[src/verilog/wblm_pkg.sv]
// Package: shared types and constants for the byte-lane load/store master
package wblm_pkg;

	localparam int unsigned DATA_W        = 32;
	localparam int unsigned ADDR_W        = 32;
	localparam int unsigned SEL_W         = 4;
	localparam int unsigned PERIPH_ADDR_W = 24;

	// Address map: peripheral window is the top 16 MB
	localparam logic [7:0]  PERIPH_TOP_BYTE = 8'hFF;
	localparam logic [31:0] MEM_BASE        = 32'h0100_0000;
	localparam logic [31:0] MEM_END         = 32'h8000_0000;

	// Acknowledge time-out in bus clock cycles
	localparam int unsigned ACK_TIMEOUT_CYC = 4096;
	localparam int unsigned TMO_W           = 13;

	// Operand sizes
	localparam logic [1:0] SIZE_BYTE = 2'h0;
	localparam logic [1:0] SIZE_HALF = 2'h1;
	localparam logic [1:0] SIZE_WORD = 2'h2;

	// Lane select patterns
	localparam logic [3:0] SEL_NONE = 4'h0;
	localparam logic [3:0] SEL_B0   = 4'h1;
	localparam logic [3:0] SEL_H0   = 4'h3;
	localparam logic [3:0] SEL_H1   = 4'hC;
	localparam logic [3:0] SEL_WORD = 4'hF;

	typedef struct packed {
		logic [31:0] addr;
		logic [31:0] wdata;
		logic [1:0]  size;
		logic        write;
		logic        signed_ld;
	} wblm_req_t;

	typedef struct packed {
		logic [31:0] rdata;
		logic        timeout;
		logic        misalign;
	} wblm_rsp_t;

	typedef struct packed {
		logic [31:0] addr;
		logic [31:0] wdata;
		logic [3:0]  sel;
		logic        we;
		logic        stb;
		logic        cyc;
	} wblm_bus_t;

	typedef enum logic [2:0] {
		ST_IDLE = 3'h1,
		ST_BUSY = 3'h2,
		ST_DONE = 3'h4
	} wblm_state_t;

endpackage : wblm_pkg

[src/verilog/wblm_lane_map.sv]
// Lane mapper: store placement, lane selects and load extension
`timescale 1ns/1ps
module wblm_lane_map
(
	// Request side
	input  wire logic [1:0]  addr_lo,
	input  wire logic [1:0]  size,
	input  wire logic        signed_ld,
	input  wire logic [31:0] store_data,
	// Bus side
	input  wire logic [31:0] bus_rdata,
	output logic [3:0]       lane_sel,
	output logic [31:0]      lane_wdata,
	output logic [31:0]      load_data,
	output logic             misalign
);

	function automatic logic [3:0] sel_of(input logic [1:0] sz,
		input logic [1:0] lo);
		logic [3:0] s;
		s = wblm_pkg::SEL_NONE;
		if (sz == wblm_pkg::SIZE_BYTE)
			s = 4'(wblm_pkg::SEL_B0 << lo);
		else if (sz == wblm_pkg::SIZE_HALF)
			s = lo[1] ? wblm_pkg::SEL_H1 : wblm_pkg::SEL_H0;
		else if (sz == wblm_pkg::SIZE_WORD)
			s = wblm_pkg::SEL_WORD;
		return s;
	endfunction : sel_of

	wire logic [4:0]  shift_bits = {addr_lo, 3'h0};
	wire logic [31:0] rd_shift   = bus_rdata >> shift_bits;
	wire logic [7:0]  rd_byte    = rd_shift[7:0];
	wire logic [15:0] rd_half    = rd_shift[15:0];
	wire logic        fill_b     = signed_ld & rd_byte[7];
	wire logic        fill_h     = signed_ld & rd_half[15];

	assign misalign = (size == wblm_pkg::SIZE_WORD && addr_lo != 2'h0) ||
		(size == wblm_pkg::SIZE_HALF && addr_lo[0]);
	assign lane_sel = sel_of(size, addr_lo);
	// Word stores put byte n on lane n, little-endian; halves and bytes are replicated across all lanes
	assign lane_wdata = (size == wblm_pkg::SIZE_WORD) ? store_data :
		(size == wblm_pkg::SIZE_HALF) ? {2{store_data[15:0]}} :
		{4{store_data[7:0]}};
	assign load_data = (size == wblm_pkg::SIZE_BYTE) ?
		{{24{fill_b}}, rd_byte} :
		(size == wblm_pkg::SIZE_HALF) ?
		{{16{fill_h}}, rd_half} :
		bus_rdata;

endmodule : wblm_lane_map

[src/verilog/wblm_timeout.sv]
// Acknowledge watchdog: flags a stalled strobe after the time-out count
`timescale 1ns/1ps
module wblm_timeout
(
	// Clock and reset
	input  wire logic core_clk,
	input  wire logic rst_n,
	// Control
	input  wire logic run,
	output logic      expired
);

	localparam logic [12:0] LAST = 13'(wblm_pkg::ACK_TIMEOUT_CYC - 1);

	logic [12:0] cnt_q;
	logic [12:0] cnt_d;

	assign cnt_d   = run ? cnt_q + 13'h1 : 13'h0;
	assign expired = run && (cnt_q == LAST);

	always_ff @(posedge core_clk or negedge rst_n)
	begin
		if (!rst_n)
			cnt_q <= 13'h0;
		else
			cnt_q <= cnt_d;
	end

endmodule : wblm_timeout

[src/verilog/wblm_master.sv]
// Top: byte-lane load/store path onto memory and peripheral masters
`timescale 1ns/1ps
module wblm_master
(
	// Clock and reset
	input  wire logic                core_clk,
	input  wire logic                rst_n,
	// Core request
	input  wire logic                req_valid,
	input  wire wblm_pkg::wblm_req_t req,
	output logic                     req_ready,
	// Core response
	output logic                     rsp_valid,
	output wblm_pkg::wblm_rsp_t      rsp,
	// External memory port
	output logic [31:0]              mem_addr_out,
	output logic [31:0]              mem_wdata_out,
	output logic [3:0]               mem_lane_sel_out,
	output logic                     mem_we_out,
	output logic                     mem_strobe_out,
	output logic                     mem_cycle_out,
	input  wire logic [31:0]         mem_rdata_in,
	input  wire logic                mem_ack_in,
	// Peripheral I/O port
	output logic [23:0]              periph_addr_out,
	output logic [31:0]              periph_wdata_out,
	output logic [3:0]               periph_lane_sel_out,
	output logic                     periph_we_out,
	output logic                     periph_strobe_out,
	output logic                     periph_cycle_out,
	input  wire logic [31:0]         periph_rdata_in,
	input  wire logic                periph_ack_in
);

	wblm_pkg::wblm_state_t state_q;
	wblm_pkg::wblm_state_t state_d;
	wblm_pkg::wblm_req_t   req_q;
	wblm_pkg::wblm_rsp_t   rsp_q;
	wblm_pkg::wblm_rsp_t   rsp_d;
	wblm_pkg::wblm_bus_t   mbus_q;
	wblm_pkg::wblm_bus_t   mbus_d;
	wblm_pkg::wblm_bus_t   pbus_q;
	wblm_pkg::wblm_bus_t   pbus_d;
	logic                  to_periph_q;
	logic                  rsp_valid_q;
	logic                  ready_q;

	// Lane mapping for the incoming request
	wire logic [3:0]  new_sel;
	wire logic [31:0] new_wdata;
	wire logic        new_misalign;
	// Lane mapping for the active transfer (load extension)
	wire logic [31:0] act_rdata;
	wire logic [31:0] act_load;

	wblm_lane_map u_req_map
	(
		.addr_lo    (req.addr[1:0]),
		.size       (req.size),
		.signed_ld  (req.signed_ld),
		.store_data (req.wdata),
		.bus_rdata  (32'h0000_0000),
		.lane_sel   (new_sel),
		.lane_wdata (new_wdata),
		.load_data  (),
		.misalign   (new_misalign)
	);

	wblm_lane_map u_act_map
	(
		.addr_lo    (req_q.addr[1:0]),
		.size       (req_q.size),
		.signed_ld  (req_q.signed_ld),
		.store_data (req_q.wdata),
		.bus_rdata  (act_rdata),
		.lane_sel   (),
		.lane_wdata (),
		.load_data  (act_load),
		.misalign   ()
	);

	// Watchdog runs while either strobe is high
	wire logic stb_active = mbus_q.stb | pbus_q.stb;
	wire logic timed_out;

	wblm_timeout u_tmo
	(
		.core_clk (core_clk),
		.rst_n    (rst_n),
		.run      (stb_active),
		.expired  (timed_out)
	);

	// Address decode
	wire logic is_periph = (req.addr[31:24] == wblm_pkg::PERIPH_TOP_BYTE);
	wire logic take      = (state_q == wblm_pkg::ST_IDLE) && req_valid;
	wire logic launch    = take && !new_misalign;
	wire logic act_ack   = to_periph_q ? periph_ack_in : mem_ack_in;
	wire logic finish    = (state_q == wblm_pkg::ST_BUSY) &&
		(act_ack || timed_out);

	assign act_rdata = to_periph_q ? periph_rdata_in : mem_rdata_in;

	// Bus word built from the request; strobe and cycle rise with the
	// rest so address, data and selects are valid on the first edge
	wire wblm_pkg::wblm_bus_t launch_bus = '{
		addr:  {req.addr[31:2], 2'h0},
		wdata: new_wdata,
		sel:   new_sel,
		we:    req.write,
		stb:   1'b1,
		cyc:   1'b1
	};

	always_comb
	begin
		state_d = state_q;
		mbus_d  = mbus_q;
		pbus_d  = pbus_q;
		rsp_d   = rsp_q;
		case (state_q)
			wblm_pkg::ST_IDLE:
			begin
				if (take && new_misalign)
				begin
					// Misaligned: answer at once, nothing reaches the bus
					rsp_d   = '{rdata: 32'h0000_0000, timeout: 1'b0,
						misalign: 1'b1};
					state_d = wblm_pkg::ST_DONE;
				end
				else if (launch)
				begin
					if (is_periph)
						pbus_d = launch_bus;
					else
						mbus_d = launch_bus;
					state_d = wblm_pkg::ST_BUSY;
				end
			end
			wblm_pkg::ST_BUSY:
			begin
				if (finish)
				begin
					mbus_d.stb = 1'b0;
					mbus_d.cyc = 1'b0;
					pbus_d.stb = 1'b0;
					pbus_d.cyc = 1'b0;
					// Data captured only on a real acknowledge of a read
					rsp_d.rdata = (act_ack && !req_q.write) ?
						act_load : 32'h0000_0000;
					rsp_d.timeout  = !act_ack;
					rsp_d.misalign = 1'b0;
					state_d = wblm_pkg::ST_DONE;
				end
			end
			wblm_pkg::ST_DONE:
			begin
				state_d = wblm_pkg::ST_IDLE;
			end
			default:
			begin
				state_d = wblm_pkg::ST_IDLE;
			end
		endcase
	end

	always_ff @(posedge core_clk or negedge rst_n)
	begin
		if (!rst_n)
		begin
			state_q     <= wblm_pkg::ST_IDLE;
			req_q       <= '0;
			rsp_q       <= '0;
			mbus_q      <= '0;
			pbus_q      <= '0;
			to_periph_q <= 1'b0;
			rsp_valid_q <= 1'b0;
			ready_q     <= 1'b0;
		end
		else
		begin
			state_q     <= state_d;
			rsp_q       <= rsp_d;
			mbus_q      <= mbus_d;
			pbus_q      <= pbus_d;
			rsp_valid_q <= (state_d == wblm_pkg::ST_DONE);
			ready_q     <= (state_d == wblm_pkg::ST_IDLE);
			if (take)
			begin
				req_q       <= req;
				to_periph_q <= is_periph;
			end
		end
	end

	// Core side
	assign req_ready = ready_q;
	assign rsp_valid = rsp_valid_q;
	assign rsp       = rsp_q;

	// Memory port
	assign mem_addr_out     = mbus_q.addr;
	assign mem_wdata_out    = mbus_q.wdata;
	assign mem_lane_sel_out = mbus_q.sel;
	assign mem_we_out       = mbus_q.we;
	assign mem_strobe_out   = mbus_q.stb;
	assign mem_cycle_out    = mbus_q.cyc;

	// Peripheral port: only the low 24 address bits leave the block
	assign periph_addr_out     = pbus_q.addr[23:0];
	assign periph_wdata_out    = pbus_q.wdata;
	assign periph_lane_sel_out = pbus_q.sel;
	assign periph_we_out       = pbus_q.we;
	assign periph_strobe_out   = pbus_q.stb;
	assign periph_cycle_out    = pbus_q.cyc;

endmodule : wblm_master

[config.mk]
export PLATFORM = sky130hd
export DESIGN_NAME = wblm_master
export DESIGN_NICKNAME = d
export VERILOG_FILES = /design/src/verilog/wblm_pkg.sv /design/src/verilog/wblm_lane_map.sv /design/src/verilog/wblm_timeout.sv /design/src/verilog/wblm_master.sv
export SDC_FILE = /design/constraint.sdc
export NUM_CORES = 1
export LEC_CHECK = 0
export BUFFER_PORTS_ARGS = -buffer_cell sky130_fd_sc_hd__buf_2
export CAP_MARGIN = 20
export CORE_ASPECT_RATIO = 1.5
export CORE_MARGIN = 3
export CORE_UTILIZATION = 54
export DETAILED_ROUTE_END_ITERATION = 6
export PLACE_DENSITY = 0.92
export SYNTH_ARGS = -nofsm -noshare
export SYNTH_HDL_FRONTEND = slang
export SYNTH_SLANG_ARGS = --single-unit
[constraint.sdc]
create_clock -name core_clk -period 3.64 [get_ports core_clk]
set_input_delay 0.182 -clock core_clk [delete_from_list [all_inputs] [get_ports core_clk]]
set_output_delay 0.182 -clock core_clk [all_outputs]
set_load 0.005 [all_outputs]
* Yosys cells after proc, flatten, opt, wreduce, memory -nomap -nowiden
Cells that the tools add are included.
** Operators by class
- Add/subtract/negate cells :: 1
- Equality and inequality tests :: 15
- Shift-type cells :: 2
- Mux-type cells :: 28
- Bitwise operators :: 5
- Reduce and logical (&&, ||, !) cells :: 22
** Operator list (number)
- $mux 32 :: 6
- $mux 34 :: 2
- $pmux 34 s2 :: 1
- $shr 32x5->16 :: 1
- $mux 4 :: 4
- $mux 2 :: 7
- $add 13x1->13 const B :: 1
- $eq 13x12->1 const B :: 1
- $mux 13 :: 1
- $ne 2x2->1 const B :: 5
- $reduce_and 5->1 :: 2
- $mux 3 :: 3
- $eq 8x8->1 const B :: 1
- $logic_and 1x1->1 :: 8
- $pmux 2 s2 :: 2
- $reduce_and 4->1 :: 2
- $eq 3x1->1 const B :: 2
- $pmux 3 s2 :: 1
- $eq 2x1->1 const B :: 2
- $logic_not 2->1 :: 2
- $reduce_bool 2->1 :: 2
- $shl 1x2->4 const A :: 1
- $eq 3x2->1 const B :: 1
- $eq 3x3->1 const B :: 1
- other kinds (9) :: 14
** Storage, ports and cells
- Register bits after elaboration :: 189
- Bits of input ports :: 137
- Output and inout bits :: 170
- Logic and storage cells :: 97

* Depth between registers and ports, before layout
- Word-level depth :: 9
- Gate-level depth with buffers :: 10
- Gate-level depth less buffers :: 6

* Modules after synthesis
Synthesis repeated with hierarchy kept, for this count alone.
** Unflattened totals
- Cells, all modules :: 1067
- Area total of the unflattened synthesis :: 11664.9 µm²
** By module, submodules not included
- wblm_master :: times used 1, cells each 583, area an instance 8250.4 µm², seq. area each 5156.2 µm²
- wblm_lane_map :: times used 2, cells each 211, area an instance 1396.3 µm², seq. area each 0.0 µm²
- wblm_timeout :: times used 1, cells each 62, area an instance 621.8 µm², seq. area each 325.3 µm²

* Least setup slack after synthesis
No wires, ideal clock.
- Path type :: reg2reg
- Start point :: register u_tmo.cnt_q[0]
- End point :: register rsp_q (netlist bit rsp[23])
- Library setup time :: 0.126 ns
- Arrival :: 2.085 ns
- Slack :: 1.429 ns
- Stages on the path, launching flop included :: 11
- Clock period less this slack :: 2.211 ns
- Cell sequence :: dfrtp_1 > ha_1 > and3_1 > clkbuf_2 > nand4bb_1 > or3_1 > buf_6 > and2_4 > buf_6 > buf_8 > a221o_1
** On the way
- Word-level cells in the longest chain between the ends :: 6
** Ends and longest elaborated chain
- from (decl) :: line wblm_timeout.sv:15 : logic [12:0] cnt_q;
- from (signal assigned) :: line wblm_timeout.sv:26 : cnt_q <= cnt_d;
- $eq 13x12->1 :: line wblm_timeout.sv:19 : assign expired = run && (cnt_q == LAST);
- $logic_and 1x1->1 :: line wblm_timeout.sv:19
- $logic_or 1x1->1 :: line wblm_master.sv:100 : (act_ack || timed_out);
- $logic_and 1x1->1 :: line wblm_master.sv:99 : wire logic finish = (state_q == wblm_pkg::ST_BUSY) &&
- $ne 2x2->1 (no source line)
- $reduce_and 3->1 (no source line)
- to (signal assigned) :: line wblm_master.sv:183 : rsp_q <= rsp_d;
- to (decl) :: line wblm_master.sv:38 : wblm_pkg::wblm_rsp_t rsp_q;
Every way passes these cells.
A chain may end at the register's enable or synchronous reset.

* Worst setup path in the final report
- Start point :: register to_periph_q
- End point :: register rsp_q (netlist bit rsp[15])
** On the way
- Word-level cells in the longest chain between the ends :: 7
- Elaborated cells on any way between the ends :: 14
- Those cells by class :: 1 x eq/ne; 1 x shift; 7 x mux; 1 x bitwise; 4 x reduce/logical
** Ends and longest elaborated chain
- from (decl) :: line wblm_master.sv:44 : logic to_periph_q;
- from (signal assigned) :: line wblm_master.sv:191 : to_periph_q <= is_periph;
- $mux 32 :: line wblm_master.sv:102 : assign act_rdata = to_periph_q ? periph_rdata_in : mem_rdata_in;
- $shr 32x5->16 :: line wblm_lane_map.sv:32 : wire logic [31:0] rd_shift = bus_rdata >> shift_bits;
- $mux 32 / $and 1x1->1 (equally long branches) :: line wblm_lane_map.sv:47, wblm_lane_map.sv:35
- $mux 32 :: line wblm_lane_map.sv:45 : assign load_data = (size == wblm_pkg::SIZE_BYTE) ?
- $mux 32 :: line wblm_master.sv:149 : rsp_d.rdata = (act_ack && !req_q.write) ?
- $mux 34 :: line wblm_master.sv:142 : if (finish)
- $pmux 34 s2 :: line wblm_master.sv:121 : case (state_q)
Parallel ways exist; a longest one is shown, timed or not. The select of a mux whose other input is x is not followed.

==> metrics.md <==
| Metric | Value |
|---|---|
| Status | finished clean |
| HP Class | in -> reg |
| Worst-path clk slew | 0.08 ns |
| Hold Fails Final Rpt | 0 |
| Htree depth | 4 |
| GRT met3 Usage | 5.32% |
| Die area | 0.0180 mm^2 |
| F_max | 394 MHz |
| Worst Path Arrival | 2.89 ns |
| WS Path Type | reg -> reg |
| Share of synthesized flip-flops with an asynchronous set or reset | 100% |
| Synthesis Warnings | 0 |
| GRT Residual Overflow | 0 |
| Total Routed Length | 23800 um |
| Die X | 110 um |
| Switch share | 31.7% |
| Max_slew headroom | 37.9% |
| Max_cap viols | 0 |
| Antenna violations before repair | 1 |
| GP Congestion | 0.902 |
| CP Launch Type | register |
| Vias per inst | 5.71 |
| Synth Register Bits | 187 |
| Met2 usage | 46.3% |
| RSZ-0062 raised after global routing | no |
| Syn Inst Count | 636 |
| Detailed Place HPWL | 17700 um |
| Pleak | 5.76 nW |
| Maximum clock path buffer count | 2 |
| GR peak layer | met2 |
| P_sw | 0.00229 W |
| Post-CTS sizing | 0 |
| CTS Root Cell | clkbuf_16 |
| Vias in the first global route | 6877 |
| Starting DRT DRC Count | 406 |
| Met1 global-route usage | 30.7% |
| Seq pwr share | 43.8% |
| CP peak stage delay | 0.61 ns |
| CTS tree | built |
| Largest net degree at the start of global routing | 84 |
| CORE AREA | 0.0158 mm^2 |
| Mapped cell area | 0.00884 mm^2 |
| DP Cell Count | 1105 |
| Rows | 56 |
| Clk pwr share | 25.7% |
| Setup bufs post-CTS | 0 |
| Minimum clock period | 2.54 ns |
| WL/cell | 20.8 um |
| Finished Layout Cells | 1140 |
| Cells along the critical path | mux2i_1 -> nor3_1 -> nand2b_1 -> o32ai_1 -> a211o_1 |
| EDFF count, synth | 0 |
| Pwr dens | 660 mW/mm^2 |
| Critical Path RT | 3.99 ns |
| Yosys cell types | 58 |
| DRC violations left | 0 |
| Area delta synth->final | 24.2% |
| Final core utilization | 69.3% |
| Final setup TNS | 0 ns |
| Avg Inst Size Synth | 13.9 um^2 |
| Die height | 163 um |
| Internal cell power | 0.00495 W |
| Clock sinks | 187 |
| Fin crit share | 69.7% |
| Synth top area share | 52.7% |
| Port Buffers | 302 |
| Post-route cell area | 0.0110 mm^2 |
| Worst skew pair latency | 0.41 ns |
| Worst setup EP type | register |
| Slew Viols, Final | 0 |
| Post-synth top cells | dfrtp_1, mux2_2, mux2_4, mux2i_1, nor2_1 |
| Proportion of layout cells with a drive suffix above 1 | 54.6% |
| Vias | 6513 |
| Top FF cell, synth | dfrtp_1 |
| Global Route Usage Sum | 25.9% |
| Effective utilization at floorplan | 55.8% |
| Global-route wire length before repair | 37300 um |
| Worst Tran Pin Value | 0.925 ns |
| Yosys top cell by area | dfrtp_1 |
| Placed Area | 0.0104 mm^2 |
| Clock Skews | 0.0175 ns |
| Combinational share of power | 30.5% |
| Most frequent cell after synthesis | dfrtp_1 |
| Tot Pwr | 0.00725 W |
| Synth area leaders | dfrtp_1, mux2_2, mux2_4 |
| Post-synthesis sequential area ratio | 53.0% |
| Layout Nets | 1061 |
| DRT Pass-1 Iters | 6 |
| TritonCTS Buffers | 17 |
| Slowest library cell on the worst path | dfrtp_2 |
| Worst VDD drop | 0.361 mV |
| Detail Route Antenna Nets | 0 |
| Max FO, Critical Path | 14 |
| Final setup fails | 0 |
| IO Pins | 307 |
-- per-layer routing --
metal,wire length (um),share of wire (%)
met4,930,3.9
met5,0,0
met1,8990,38
met3,1410,5.9
met2,12400,52
-- power by group through the flow --
| stage | clock network [W] | logic [W] | registers (W) |
|---|---|---|---|
| detailed placement | 0 | 0.00222 | 0.00320 |
| CTS | 0.00189 | 0.00223 | 0.00317 |
| global placement | 0 | 0.00212 | 0.00316 |
| floorplan | 0 | 0.00121 | 0.00315 |
| global route | 0.00197 | 0.00239 | 0.00326 |
| finish | 0.00186 | 0.00221 | 0.00318 |
-- through the flow --
stage          hold slack (ns)  worst slack [ns]
2_1_floorplan           -0.114              1.43
3_3_place_gp             0.272              1.14
3_5_place_dp             0.276              1.09
4_1_cts               0.000899              1.14
5_1_grt                0.00382             0.861
6_report                0.0132              1.10
-- flip-flops by register name, summed over array words and instances, names as in the netlist --
| name | count |
|---|---|
| mem_addr_out | 30 |
| req_q | 6 |
| u_tmo.cnt_q | 13 |
| mem_lane_sel_out | 4 |
| to_periph_q | 1 |
| mem_wdata_out | 32 |
| mem_strobe_out | 1 |
| rsp_valid | 1 |
| periph_we_out | 1 |
| mem_we_out | 1 |
| periph_addr_out | 22 |
| state_q | 3 |
| rsp | 34 |
| periph_wdata_out | 32 |
| periph_strobe_out | 1 |
| req_ready | 1 |
| periph_lane_sel_out | 4 |
-- logic make-up (layout without fill, tap and decap cells) --
group	Yosys count	in the layout	synth area share [%]
compound gates	96	96	8.44
xor+xnor	12	12	1.19
fa+ha+maj	1	1	0.142
buf+inv	56	353	4.19
flops	187	187	53.0
mux	197	197	27.8
other cells	1	5	0.0424
simple gates	86	86	5.28
-- final timing paths --
check                                 start                to  slack (ns)  depth (start not counted)
max                             to_periph_q           rsp[15]        1.10                          5
min                                 req[49]  mem_addr_out[13]        0.01                          2
max reg2reg                     to_periph_q           rsp[15]        1.10                          5
min reg2reg                mem_addr_out[13]  mem_addr_out[13]        0.49                          1
max in group asynchronous             rst_n        state_q[0]        2.26                          3
min in group asynchronous             rst_n  mem_wdata_out[5]        0.38                          2
-- repair_timing --
item	in CTS	in global routing
endpoints found under the hold margin	81	0
hold buffers	2	0
endpoints found under the setup margin	0	0
-- critical path, delay by kind of cell (launching register included) --
family | cells | cell delay [ns]
compound gates | 2 | 0.54
mux | 1 | 0.27
flops | 1 | 0.61
simple gates | 2 | 1.05
-- cell usage in the layout (no fill, tap or decap), types with 6 or more instances in the layout --
cell         n
buf_4        9
buf_2      301
o21ai_0      6
nand3_1     13
dfrtp_1    185
inv_1        6
a21oi_1     16
mux2_4      59
a221o_1     13
nor2_1      28
xor2_1       8
mux2i_1     35
nor2b_1     12
a22oi_1     11
o221ai_1     8
clkbuf_16   17
a211oi_1    11
nand2_1      8
mux2_2      95
a211o_1     11
-- cell type report --
type / instances / area [um^2]
inverter: 7 / 26.3
sequential: 187 / 4680
tap: 203 / 254
fill: 1170 / 4860
timing repair buffer: 314 / 1630
antenna: 1 / 2.50
clock buffer: 19 / 433
clock inverter: 13 / 156
multi-input combinational: 396 / 3800
No activity file was read; power rests on OpenSTA's default activity.
